$ cat src/hdl/bpsi_pkg.sv
// Constants and state types for the battery and power status indicator.
// Assumes one 125 MHz system clock; every slower rate comes from the timebase tick.
`default_nettype none
package bpsi_pkg;
   localparam int unsigned CLK_HZ        = 125_000_000;
   localparam int unsigned TICK_MS       = 250;
   localparam int unsigned TICK_CYC_DFLT = CLK_HZ / 1000 * TICK_MS;
   localparam int unsigned PHASE_W       = 3;
   localparam int unsigned STD_DELAY_S   = 120;
   localparam int unsigned STD_TICKS     = STD_DELAY_S * 1000 / TICK_MS;
   localparam int unsigned HOLD_S        = 4;
   localparam int unsigned HOLD_TICKS    = HOLD_S * 1000 / TICK_MS;
   localparam int unsigned IDLE_S        = 60;
   localparam int unsigned IDLE_TICKS    = IDLE_S * 1000 / TICK_MS;
   localparam logic [6:0]  WARN_PCT      = 7'h0a;
   localparam logic [6:0]  LOW_PCT       = 7'h05;
   localparam logic [15:0] DEAD_MV       = 16'h2cec;
   localparam logic [8:0]  STD_TICKS_W   = 9'(STD_TICKS);
   localparam logic [4:0]  HOLD_TICKS_W  = 5'(HOLD_TICKS);
   localparam logic [7:0]  IDLE_TICKS_W  = 8'(IDLE_TICKS);

   typedef enum logic [3:0] {
      BST_NORM = 4'b0001,
      BST_WARN = 4'b0010,
      BST_LOW  = 4'b0100,
      BST_DEAD = 4'b1000
   } bpsi_bst_t;

   typedef enum logic [2:0] {
      PM_FULL = 3'b001,
      PM_DOZE = 3'b010,
      PM_STBY = 3'b100
   } bpsi_pm_t;
endpackage
`default_nettype wire

$ cat src/hdl/bpsi_tb_if.sv
// Timebase carrier: quarter-second tick and the shared phase count.
// Assumes a single driver (the timebase) and any number of readers.
`timescale 1ns/1ps
`default_nettype none
interface bpsi_tb_if;
   logic                        tick;   // One-cycle pulse every 250 ms
   logic [bpsi_pkg::PHASE_W-1:0] phase; // Tick count within a 2 s cycle
   modport src (output tick, output phase);
   modport snk (input tick, input phase);
endinterface
`default_nettype wire

$ cat src/hdl/bpsi_timebase.sv
// Free-running timebase shared by all blink, beep and timeout logic.
// Assumes clk_sys and rstn of the top; TICK_CYC may be shortened in simulation.
`timescale 1ns/1ps
`default_nettype none
module bpsi_timebase #(
   parameter int unsigned TICK_CYC = bpsi_pkg::TICK_CYC_DFLT
) (
   input  wire logic clk_sys, // System clock
   input  wire logic rstn,    // Async reset, active low
   bpsi_tb_if.src    tb       // Tick and phase out
);
   logic [31:0]                  div_r,   div_nxt;
   logic [bpsi_pkg::PHASE_W-1:0] phase_r, phase_nxt;
   logic                         tick_r,  tick_nxt;

   // Divider and phase next values
   always_comb
   begin
      div_nxt   = div_r + 32'h1;
      tick_nxt  = 1'b0;
      phase_nxt = phase_r;
      if (div_r >= 32'(TICK_CYC - 1))
      begin
         div_nxt   = 32'h0;
         tick_nxt  = 1'b1;
         phase_nxt = phase_r + 3'h1;
      end
   end

   // Divider registers
   always_ff @(posedge clk_sys or negedge rstn)
   begin
      if (!rstn)
      begin
         div_r   <= 32'h0;
         phase_r <= 3'h0;
         tick_r  <= 1'b0;
      end
      else
      begin
         div_r   <= div_nxt;
         phase_r <= phase_nxt;
         tick_r  <= tick_nxt;
      end
   end

   assign tb.tick  = tick_r;
   assign tb.phase = phase_r;

   // Phase moves only with a tick
   chk_phase_on_tick: assert property (@(posedge clk_sys) disable iff (!rstn)
      !tick_r |-> phase_r == $past(phase_r))
      else $error("phase moved without a tick");
endmodule // bpsi_timebase
`default_nettype wire

$ cat src/hdl/bpsi_btn_hold.sv
// Power button hold detector: forces the system off after a long press.
// Assumes the button input is synchronous and already debounced.
`timescale 1ns/1ps
`default_nettype none
module bpsi_btn_hold (
   input  wire logic clk_sys,   // System clock
   input  wire logic rstn,      // Async reset, active low
   bpsi_tb_if.snk    tb,        // Timebase
   input  wire logic pwr_btn,   // Power button pressed, high
   input  wire logic acpi_mode, // Button handled in ACPI mode
   output logic      force_off  // Held longer than the limit
);
   logic [4:0] hold_r, hold_nxt;

   // Hold counter, saturating one past the limit
   always_comb
   begin
      hold_nxt = hold_r;
      if (!pwr_btn || !acpi_mode)
         hold_nxt = 5'h0;
      else if (tb.tick && hold_r <= bpsi_pkg::HOLD_TICKS_W)
         hold_nxt = hold_r + 5'h1;
   end

   // Hold counter register
   always_ff @(posedge clk_sys or negedge rstn)
   begin
      if (!rstn)
         hold_r <= 5'h0;
      else
         hold_r <= hold_nxt;
   end

   assign force_off = hold_r > bpsi_pkg::HOLD_TICKS_W;

   // Force only while the button is still held in ACPI mode
   chk_force_needs_btn: assert property (@(posedge clk_sys) disable iff (!rstn)
      force_off |-> $past(pwr_btn) && $past(acpi_mode))
      else $error("force off without a held button");
endmodule // bpsi_btn_hold
`default_nettype wire

$ cat src/hdl/bpsi_top.sv
// Battery and power status indicator: LEDs, beeper, battery sequences and
// simple power-management requests.
// Assumes all inputs synchronous to clk_sys; capacity in percent, voltage in mV.
//
// Overview of operation
// - AC LED steady on while running from AC and not suspended.
// - AC LED blinks 1 s on, 1 s off in suspend-to-RAM, any source.
// - AC LED dark when powered off or running from battery.
// - Battery power LED on while running from battery.
// - Battery power LED blinks 1 s on, 1 s off when battery low.
// - Battery power LED dark when off or on AC.
// - Status LED off on battery while charge stays above warning level.
// - At 10 percent, status LED blinks red; beep once every 2 s.
// - With AC, status LED green when full, amber while charging.
// - Request suspend-to-disk two minutes after entering battery warning.
// - After warning, below 5 percent, beep twice every second.
// - At the dead voltage threshold, shut the system down.
// - Doze mode alternates the processor between running and stop grant.
// - Standby: stop grant, backlight off, disk spin-down request.
// - Idle on enabled display or disk monitors advances power state.
// - Power button held over 4 s in ACPI mode forces off.
`timescale 1ns/1ps
`default_nettype none
module bpsi_top #(
   parameter int unsigned TICK_CYC = bpsi_pkg::TICK_CYC_DFLT
) (
   input  wire logic        clk_sys,       // System clock, 125 MHz
   input  wire logic        rstn,          // Async reset, active low
   input  wire logic        ac_present,    // AC adapter supplies power
   input  wire logic        sys_on,        // System running (not off)
   input  wire logic        str_active,    // Suspend-to-RAM in effect
   input  wire logic [6:0]  cap_pct,       // Battery charge, percent
   input  wire logic [15:0] batt_mv,       // Battery voltage, mV
   input  wire logic        batt_full,     // Pack fully charged
   input  wire logic        batt_charging, // Pack being charged
   input  wire logic        pwr_btn,       // Power button pressed
   input  wire logic        acpi_mode,     // ACPI power button mode
   input  wire logic        doze_en,       // Doze state allowed
   input  wire logic        vid_mon_en,    // Display activity monitor on
   input  wire logic        dsk_mon_en,    // Disk activity monitor on
   input  wire logic        vid_act,       // Display activity seen
   input  wire logic        dsk_act,       // Disk activity seen
   output logic             led_ac,        // AC power LED
   output logic             led_batt,      // Battery power LED
   output logic             led_red,       // Status LED red
   output logic             led_green,     // Status LED green
   output logic             led_amber,     // Status LED amber
   output logic             beep,          // Beeper drive
   output logic             req_std,       // Suspend-to-disk request pulse
   output logic             req_shutdown,  // Dead battery shutdown request
   output logic             req_force_off, // Long-press force off
   output logic             cpu_stpgnt,    // Processor stop grant
   output logic             backlight_off, // Panel backlight off
   output logic             disk_spindown, // Disk spin-down request
   output logic [2:0]       pm_state       // Power-management state
);
   bpsi_tb_if tb ();

   // Shared timebase
   bpsi_timebase #(.TICK_CYC(TICK_CYC)) u_tb (
      .clk_sys (clk_sys),
      .rstn    (rstn),
      .tb      (tb.src)
   );

   // Long-press detector
   bpsi_btn_hold u_hold (
      .clk_sys   (clk_sys),
      .rstn      (rstn),
      .tb        (tb.snk),
      .pwr_btn   (pwr_btn),
      .acpi_mode (acpi_mode),
      .force_off (req_force_off)
   );

   logic blink_on;
   logic on_batt;
   logic dead_lvl;
   assign blink_on = ~tb.phase[2];                  // On for the first second
   assign on_batt  = sys_on & ~ac_present;
   assign dead_lvl = batt_mv <= bpsi_pkg::DEAD_MV;

   // ------------------------------------------------------------
   // Battery sequence
   bpsi_pkg::bpsi_bst_t bst_r, bst_nxt;
   logic [8:0]          warn_r, warn_nxt;
   logic                std_r, std_nxt;

   // Battery state and warning timer next values
   always_comb
   begin
      bst_nxt  = bst_r;
      warn_nxt = warn_r;
      std_nxt  = 1'b0;
      if (!on_batt)
         bst_nxt = bpsi_pkg::BST_NORM;
      else
      begin
         case (bst_r)
            bpsi_pkg::BST_NORM:
               if (dead_lvl)
                  bst_nxt = bpsi_pkg::BST_DEAD;
               else if (cap_pct <= bpsi_pkg::WARN_PCT)
                  bst_nxt = bpsi_pkg::BST_WARN;
            bpsi_pkg::BST_WARN:
               if (dead_lvl)
                  bst_nxt = bpsi_pkg::BST_DEAD;
               else if (cap_pct < bpsi_pkg::LOW_PCT)
                  bst_nxt = bpsi_pkg::BST_LOW;
               else if (cap_pct > bpsi_pkg::WARN_PCT)
                  bst_nxt = bpsi_pkg::BST_NORM;
            bpsi_pkg::BST_LOW:
               if (dead_lvl)
                  bst_nxt = bpsi_pkg::BST_DEAD;
            bpsi_pkg::BST_DEAD:
               bst_nxt = bpsi_pkg::BST_DEAD;
            default:
               bst_nxt = bpsi_pkg::BST_NORM;
         endcase
      end
      // Timer runs from warning entry through the low state
      if (bst_nxt == bpsi_pkg::BST_NORM || bst_nxt == bpsi_pkg::BST_DEAD)
         warn_nxt = 9'h0;
      else if (tb.tick && warn_r < bpsi_pkg::STD_TICKS_W)
      begin
         warn_nxt = warn_r + 9'h1;
         std_nxt  = (warn_r + 9'h1) == bpsi_pkg::STD_TICKS_W;
      end
   end

   // Battery state registers
   always_ff @(posedge clk_sys or negedge rstn)
   begin
      if (!rstn)
      begin
         bst_r  <= bpsi_pkg::BST_NORM;
         warn_r <= 9'h0;
         std_r  <= 1'b0;
      end
      else
      begin
         bst_r  <= bst_nxt;
         warn_r <= warn_nxt;
         std_r  <= std_nxt;
      end
   end

   assign req_std      = std_r;
   assign req_shutdown = bst_r == bpsi_pkg::BST_DEAD;

   // ------------------------------------------------------------
   // Indicators and beeper
   logic ac_r, ac_nxt, bat_r, bat_nxt;
   logic red_r, red_nxt, grn_r, grn_nxt, amb_r, amb_nxt, beep_r, beep_nxt;
   logic batt_lowish;
   assign batt_lowish = bst_r != bpsi_pkg::BST_NORM;

   // LED and beeper next values
   always_comb
   begin
      ac_nxt   = 1'b0;
      bat_nxt  = 1'b0;
      red_nxt  = 1'b0;
      grn_nxt  = 1'b0;
      amb_nxt  = 1'b0;
      beep_nxt = 1'b0;
      if (str_active)
         ac_nxt = blink_on;
      else if (sys_on && ac_present)
         ac_nxt = 1'b1;
      if (on_batt && !str_active)
      begin
         if (batt_lowish)
            bat_nxt = blink_on;
         else
            bat_nxt = 1'b1;
      end
      if (ac_present)
      begin
         grn_nxt = batt_full;
         amb_nxt = batt_charging & ~batt_full;
      end
      else if (on_batt && batt_lowish)
         red_nxt = blink_on;
      if (on_batt && bst_r == bpsi_pkg::BST_WARN)
         beep_nxt = tb.phase == 3'h0;
      else if (on_batt && bst_r == bpsi_pkg::BST_LOW)
         beep_nxt = ~tb.phase[0];
   end

   // LED and beeper registers
   always_ff @(posedge clk_sys or negedge rstn)
   begin
      if (!rstn)
      begin
         ac_r   <= 1'b0;
         bat_r  <= 1'b0;
         red_r  <= 1'b0;
         grn_r  <= 1'b0;
         amb_r  <= 1'b0;
         beep_r <= 1'b0;
      end
      else
      begin
         ac_r   <= ac_nxt;
         bat_r  <= bat_nxt;
         red_r  <= red_nxt;
         grn_r  <= grn_nxt;
         amb_r  <= amb_nxt;
         beep_r <= beep_nxt;
      end
   end

   assign led_ac    = ac_r;
   assign led_batt  = bat_r;
   assign led_red   = red_r;
   assign led_green = grn_r;
   assign led_amber = amb_r;
   assign beep      = beep_r;

   // ------------------------------------------------------------
   // Power-management states
   bpsi_pkg::bpsi_pm_t pm_r, pm_nxt;
   logic [7:0]         idle_r, idle_nxt;
   logic               stg_r, stg_nxt;
   logic               monitored, active;
   assign monitored = vid_mon_en | dsk_mon_en;
   assign active    = (vid_mon_en & vid_act) | (dsk_mon_en & dsk_act);

   // Idle timer, state and throttle next values
   always_comb
   begin
      pm_nxt   = pm_r;
      idle_nxt = idle_r;
      stg_nxt  = 1'b0;
      if (!sys_on || active || !monitored)
      begin
         pm_nxt   = bpsi_pkg::PM_FULL;
         idle_nxt = 8'h0;
      end
      else if (tb.tick)
      begin
         idle_nxt = idle_r + 8'h1;
         if (idle_nxt == bpsi_pkg::IDLE_TICKS_W)
         begin
            idle_nxt = 8'h0;
            case (pm_r)
               bpsi_pkg::PM_FULL: pm_nxt = doze_en ? bpsi_pkg::PM_DOZE : bpsi_pkg::PM_STBY;
               bpsi_pkg::PM_DOZE: pm_nxt = bpsi_pkg::PM_STBY;
               default:           pm_nxt = bpsi_pkg::PM_STBY;
            endcase
         end
      end
      case (pm_nxt)
         bpsi_pkg::PM_DOZE: stg_nxt = tb.tick ? ~stg_r : stg_r;
         bpsi_pkg::PM_STBY: stg_nxt = 1'b1;
         default:           stg_nxt = 1'b0;
      endcase
   end

   // Power-management registers
   always_ff @(posedge clk_sys or negedge rstn)
   begin
      if (!rstn)
      begin
         pm_r   <= bpsi_pkg::PM_FULL;
         idle_r <= 8'h0;
         stg_r  <= 1'b0;
      end
      else
      begin
         pm_r   <= pm_nxt;
         idle_r <= idle_nxt;
         stg_r  <= stg_nxt;
      end
   end

   assign cpu_stpgnt    = stg_r;
   assign backlight_off = pm_r == bpsi_pkg::PM_STBY;
   assign disk_spindown = pm_r == bpsi_pkg::PM_STBY;
   assign pm_state      = pm_r;

   // ------------------------------------------------------------
   // Checks
   chk_ac_led_steady: assert property (@(posedge clk_sys) disable iff (!rstn)
      sys_on && ac_present && !str_active |=> led_ac)
      else $error("AC LED not lit while on AC");
   chk_ac_led_blink: assert property (@(posedge clk_sys) disable iff (!rstn)
      str_active |=> led_ac == $past(blink_on))
      else $error("AC LED not blinking in suspend");
   chk_ac_led_dark: assert property (@(posedge clk_sys) disable iff (!rstn)
      !str_active && (!sys_on || !ac_present) |=> !led_ac)
      else $error("AC LED lit when off or on battery");
   chk_batt_led_dark: assert property (@(posedge clk_sys) disable iff (!rstn)
      !sys_on || ac_present |=> !led_batt)
      else $error("battery LED lit when off or on AC");
   chk_batt_led_low: assert property (@(posedge clk_sys) disable iff (!rstn)
      on_batt && !str_active && batt_lowish |=> led_batt == $past(blink_on))
      else $error("battery LED not blinking when low");
   chk_status_colour: assert property (@(posedge clk_sys) disable iff (!rstn)
      ac_present |=> !led_red && led_green == $past(batt_full))
      else $error("status LED colour wrong on AC");
   chk_dead_shut: assert property (@(posedge clk_sys) disable iff (!rstn)
      on_batt && dead_lvl ##1 on_batt |=> req_shutdown)
      else $error("no shutdown at dead voltage");
   chk_std_timing: assert property (@(posedge clk_sys) disable iff (!rstn)
      req_std |-> warn_r == bpsi_pkg::STD_TICKS_W && !$past(req_std))
      else $error("suspend-to-disk request off time");
   chk_low_beep: assert property (@(posedge clk_sys) disable iff (!rstn)
      on_batt && bst_r == bpsi_pkg::BST_LOW |=> beep == ~$past(tb.phase[0]))
      else $error("low battery beep pattern wrong");
   chk_stby_outputs: assert property (@(posedge clk_sys) disable iff (!rstn)
      pm_r == bpsi_pkg::PM_STBY |-> cpu_stpgnt && backlight_off && disk_spindown)
      else $error("standby outputs incomplete");
   chk_doze_toggle: assert property (@(posedge clk_sys) disable iff (!rstn)
      pm_r == bpsi_pkg::PM_DOZE && pm_nxt == bpsi_pkg::PM_DOZE && tb.tick
      |=> cpu_stpgnt != $past(cpu_stpgnt))
      else $error("doze did not toggle stop grant");
endmodule // bpsi_top
`default_nettype wire

$ cat config.mk
export PLATFORM = sky130hd
export DESIGN_NAME = bpsi_top
export DESIGN_NICKNAME = d
export VERILOG_FILES = /design/src/hdl/bpsi_pkg.sv /design/src/hdl/bpsi_tb_if.sv /design/src/hdl/bpsi_timebase.sv /design/src/hdl/bpsi_btn_hold.sv /design/src/hdl/bpsi_top.sv
export SDC_FILE = /design/constraint.sdc
export NUM_CORES = 1
export LEC_CHECK = 0
export ABC_AREA = 1
export BUFFER_PORTS_ARGS = -buffer_cell sky130_fd_sc_hd__buf_2
export CAP_MARGIN = 0
export CORE_AREA = 2 2 121 123
export CTS_CLUSTER_DIAMETER = 40
export DETAILED_ROUTE_END_ITERATION = 10
export DIE_AREA = 0 0 123 125
export SKIP_CTS_REPAIR_TIMING = 1
export SYNTH_ARGS = -nofsm -noshare
export SYNTH_HDL_FRONTEND = slang
export SYNTH_HIERARCHICAL = 1
export SYNTH_SLANG_ARGS = --single-unit
$ cat constraint.sdc
create_clock -name clk_sys -period 2.13 [get_ports clk_sys]
set_input_delay 0.426 -clock clk_sys [delete_from_list [all_inputs] [get_ports clk_sys]]
set_output_delay 0.426 -clock clk_sys [all_outputs]
set_load 0.02 [all_outputs]
# Word-level counts from Yosys, hierarchy flattened
# Index checks and enable logic that the tools add are counted.
# word_totals
inputBits	37
ff_bits	73
output_inout_bits	15
elab_cells	110
# op_classes
order_cmp	8
n_mux	36
add_sub_neg	5
reduce_logical	20
bitwise	11
n_eq_ne	14
# ops
op	n
$add 32x1->32 const B	1
$ge 32x25->1 const B	1
$mux 32	1
$mux 4	7
$mux 8	3
$mux 9	2
$le 16x14->1 const B	1
$pmux 4 s4	1
$mux 3	5
$mux 1	14
$mux 5	2
$add 9x1->9 const B	1
$eq 9x9->1 const B	1
$lt 9x9->1 const B	1
$add 8x1->8 const B	1
$eq 4x1->1 const B	2
$eq 4x4->1 const B	2
$eq 8x8->1 const B	1
$gt 7x4->1 const B	1
$le 7x4->1 const B	1
$logic_and 1x1->1	7
$lt 7x3->1 const B	1
$eq 3x3->1 const B	2
$reduce_bool 2->1	3
other kinds (17)	32

# Depth between registers and ports, before layout
# depth
depth_word	9
mapped_depth	13
depth_no_buf	13

# Cells and area by module
# Netlist, hierarchy kept.
# by_module_without_submodules
module	instances	cells_per_inst	area_each_um2	seq_area_each_um2
bpsi_top	1	243	1944.4	803.3
bpsi_timebase	1	242	1868.0	900.9
bpsi_btn_hold	1	46	360.3	125.1

# Worst setup path before layout
# No wires, ideal clock.
# synth_timing
path_type	reg2out
startpoint	register pm_r[1], in the netlist pm_state[1]
endpoint	output disk_spindown
t_arrival_ns	1.301
n_path_buf	1
slack_ns	0.403
stages_incl_launch_ff	3
cell_sequence	dfrtp_1 > nor3_1 > buf_4
# synth_via
elab_chain_cells	1
# synth_lines
element	line_no	text
start, declared	bpsi_top.sv:223	bpsi_pkg::bpsi_pm_t pm_r, pm_nxt;
start signal, assigned	bpsi_top.sv:266	pm_r <= bpsi_pkg::PM_FULL;
start signal, assigned	bpsi_top.sv:272	pm_r <= pm_nxt;
$eq 3x3->1	-	
end, declared	bpsi_top.sv:54	output logic disk_spindown,
# Every way passes these cells.

# Worst setup path after layout
# layout_timing
startpoint	register u_tb.div_r[0]
endpoint	register u_tb.div_r[10]
# layout_via
elab_chain_cells	2
word_cells_on_any_way	3
cone_classes	1 x add/sub; 1 x order compare; 1 x mux
# layout_lines
element	line_no	text
start, declared	bpsi_timebase.sv:12	logic [31:0] div_r, div_nxt;
start signal, assigned	bpsi_timebase.sv:41	div_r <= div_nxt;
$add 32x1->32 or $ge 32x25->1 (tied branches)	bpsi_timebase.sv:19, bpsi_timebase.sv:22	
$mux 32 (*)	bpsi_timebase.sv:22	if (div_r >= 32'(TICK_CYC - 1))
net u_tb.div_nxt[10]	bpsi_timebase.sv:12	
# Mark *: on every way through the listed nets, which the timed path passes. The rest lies on a longest branch.
# A chain may end at the register's enable or synchronous reset.

==> flow_metrics.tcl <==
set metrics [dict create \
    pre_cts_ws_ps 275 \
    cts_tree "yes" \
    layout-drive-gt1-share 0.204 \
    grt_pass1_wl_um 14700 \
    drt-total-wl_um 8220 \
    overflow 0 \
    yosysWarnings 6 \
    worstSetupPathType "flop to flop" \
    area_growth_pct 19.0 \
    cp.arrival_ps 2020 \
    die_x_um 123 \
    clk_pin_slew_ps 60 \
    grt_usage 0.117 \
    viasPerCell 4.43 \
    final_common_cell "nand2_1" \
    worst_ep_required_time_ps 2320 \
    wl_per_cell_um 10.4 \
    tightest_slew_ps 573 \
    portBuffers 51 \
    total_leakage_power_uw 0.00227 \
    fillCellCount 1515 \
    drcViolationCount 0 \
    ys_ff_latch 73 \
    grt_max_degree 45 \
    antenna_found_initial 0 \
    die_h_um 125 \
    die_area_um2 15400 \
    fin_skew_ps 7.52 \
    whs_ps 77.9 \
    netlist_area_um2 4170 \
    drt_iter0_drc 162 \
    yosysTopAreaCell "dfrtp_1" \
    cts_buffer_depth 2 \
    num_antenna_cells 0 \
    tns_ps 0 \
    max-cap-violations 0 \
    htree_levels 3 \
    insertion_delay_ps 330 \
    rows 44 \
    start_kind "flop" \
    hp-class "input port to async pin" \
    pwr_density_cell_nw_per_um2 630 \
    hold_violations 0 \
    relSlewSlack 0.618 \
    period_needed_ps 1830 \
    cp_max_fo 29 \
    cts_sinks 73 \
    cts-root-buf "clkbuf_16" \
    vias 3490 \
    synthTopCellsByArea "dfrtp_1 43%, nand2_1 10%, nor2_1 7.4%, inv_1 5.8%, xor2_1 4.6%" \
    syn_inst 531 \
    outcome "complete, no violations" \
    final_core_util 0.350 \
    ir_drop_mv 0.346 \
    hpwl_um 6200 \
    synth_top_cell_area_share 0.426 \
    rsz0062_at_grt "false" \
    finalSetupViolCount 0 \
    cp-end-kind "flop" \
    final_cell_mix "114 x nand2_1, 82 x nor2_1, 71 x dfrtp_1" \
    place_congestion 0.824 \
    initial_utilization 0.294 \
    fin_nets 642 \
    cts_buffers 9 \
    fin_ws_ps 301 \
    fp.coreArea_um2 14200 \
    first_pass_iters 4 \
    avgSynthCellArea_um2 7.86 \
    drtAntennaViolNets 0 \
    grt_pass1_vias 3440 \
    ioPinCount 52 \
    yosys.cell_types.count 41 \
    period_share 0.859 \
    fmax_mhz 547 \
    maxSlewViolCount 0 \
    ys_seq_area_frac 0.438 \
]
-- sequential cells by signal, summed over array words and instances, names as in the netlist --
signal / count
beep: 1
bst_r: 4
cpu_stpgnt: 1
idle_r: 8
led_ac: 1
led_amber: 1
led_batt: 1
led_green: 1
led_red: 1
pm_state: 3
req_std: 1
u_hold/hold_r: 5
u_tb/div_r: 32
u_tb/tb.phase: 3
u_tb/tb.tick: 1
warn_r: 9
-- per-layer routing --
metal	track usage	vias up	share of wire
li1	-	1824	-
met1	0.144	1607	0.48
met2	0.198	52	0.48
met3	0.0265	7	0.030
met4	0.0461	0	0.013
met5	0	-	0
-- worst max-delay path, stage by stage (launching register included) --
cell and delay [ps]:
dfrtp_1 370, ha_1 270, nand3_1 150, nand2_1 80
nand2_1 50, nand2_1 50, nand2_1 40, nand2_1 70
nand2_2 70, nand2_2 420, nor2_1 110
-- cell type report --
class / instances / area (um2) / share of cell area
clock inverter: 5 / 37.5 / 0.00756
multi-input combinational: 388 / 2050 / 0.412
clock buffer: 11 / 253 / 0.0509
tap: 184 / 230 / 0.0464
sequential: 73 / 1830 / 0.368
timing repair buffer: 56 / 308 / 0.0620
inverter: 70 / 263 / 0.0529
-- cells in the mapped netlist --
library cell and n:
a211oi_1 1, a21boi_0 1, a21o_1 1, a21oi_1 8, a21oi_2 2, and2_1 1, buf_2 1, buf_4 2
buf_6 2, buf_8 1, conb_1 1, dfrtp_1 71, dfstp_2 2, ha_1 7, inv_1 65, inv_2 5
mux2i_1 1, nand2_1 114, nand2_2 6, nand2_4 3, nand3_1 33, nand3_2 6, nand3b_1 1, nand4_1 20
nor2_1 82, nor2_2 15, nor2_4 3, nor3_1 14, nor3_2 3, nor3b_1 1, nor4_1 2, o21ai_0 17
o21ai_1 1, o21ai_2 3, o21ai_4 1, o21bai_1 2, o21bai_2 1, o22ai_1 4, or3_4 1, xnor2_1 4
xor2_1 22
-- stage by stage --
| stage | total power (uW) | cell area (um2) | instances |
|---|---|---|---|
| 2_1_floorplan | 1620 | 4200 | 537 |
| 3_3_place_gp | 1730 | 4680 | 771 |
| 3_5_place_dp | 1730 | 4680 | 771 |
| 4_1_cts | 3190 | 4970 | 787 |
| 5_1_grt | 3300 | 4970 | 787 |
| 6_report | 3130 | 4970 | 787 |
-- cell families after synthesis --
group,synth area share
other,0.000899
xor gates and xnor gates,0.0546
buffers and inverters,0.0768
adders and majority gates,0.0210
AOI/OAI and AO/OA,0.0633
DFF,0.438
and+or+nand+nor,0.343
muxes,0.00240
-- path summary, 6_finish.rpt --
kind	startpoint	to	slack, ps	cells past startpoint
worst max-delay path	u_tb/div_r[0]$_DFF_PN0_	u_tb/div_r[10]$_DFF_PN0_	300	10
worst min-delay path	rstn	u_tb/div_r[5]$_DFF_PN0_	80	1
worst max register to register	u_tb/div_r[0]$_DFF_PN0_	u_tb/div_r[10]$_DFF_PN0_	300	10
worst min register to register	u_tb/div_r[0]$_DFF_PN0_	u_tb/div_r[0]$_DFF_PN0_	460	1
max in group asynchronous	rstn	u_tb/div_r[28]$_DFF_PN0_	1490	2
min in group clk_sys	batt_full	led_amber$_DFF_PN0_	260	2
-- power breakdown --
group	switching, uW	internal [uW]	leakage [uW]
clock	573	857	0.000139
sequential	43.5	1430	0.000978
combinational	134	89.6	0.00115
Power figures use the tool's default switching activity.
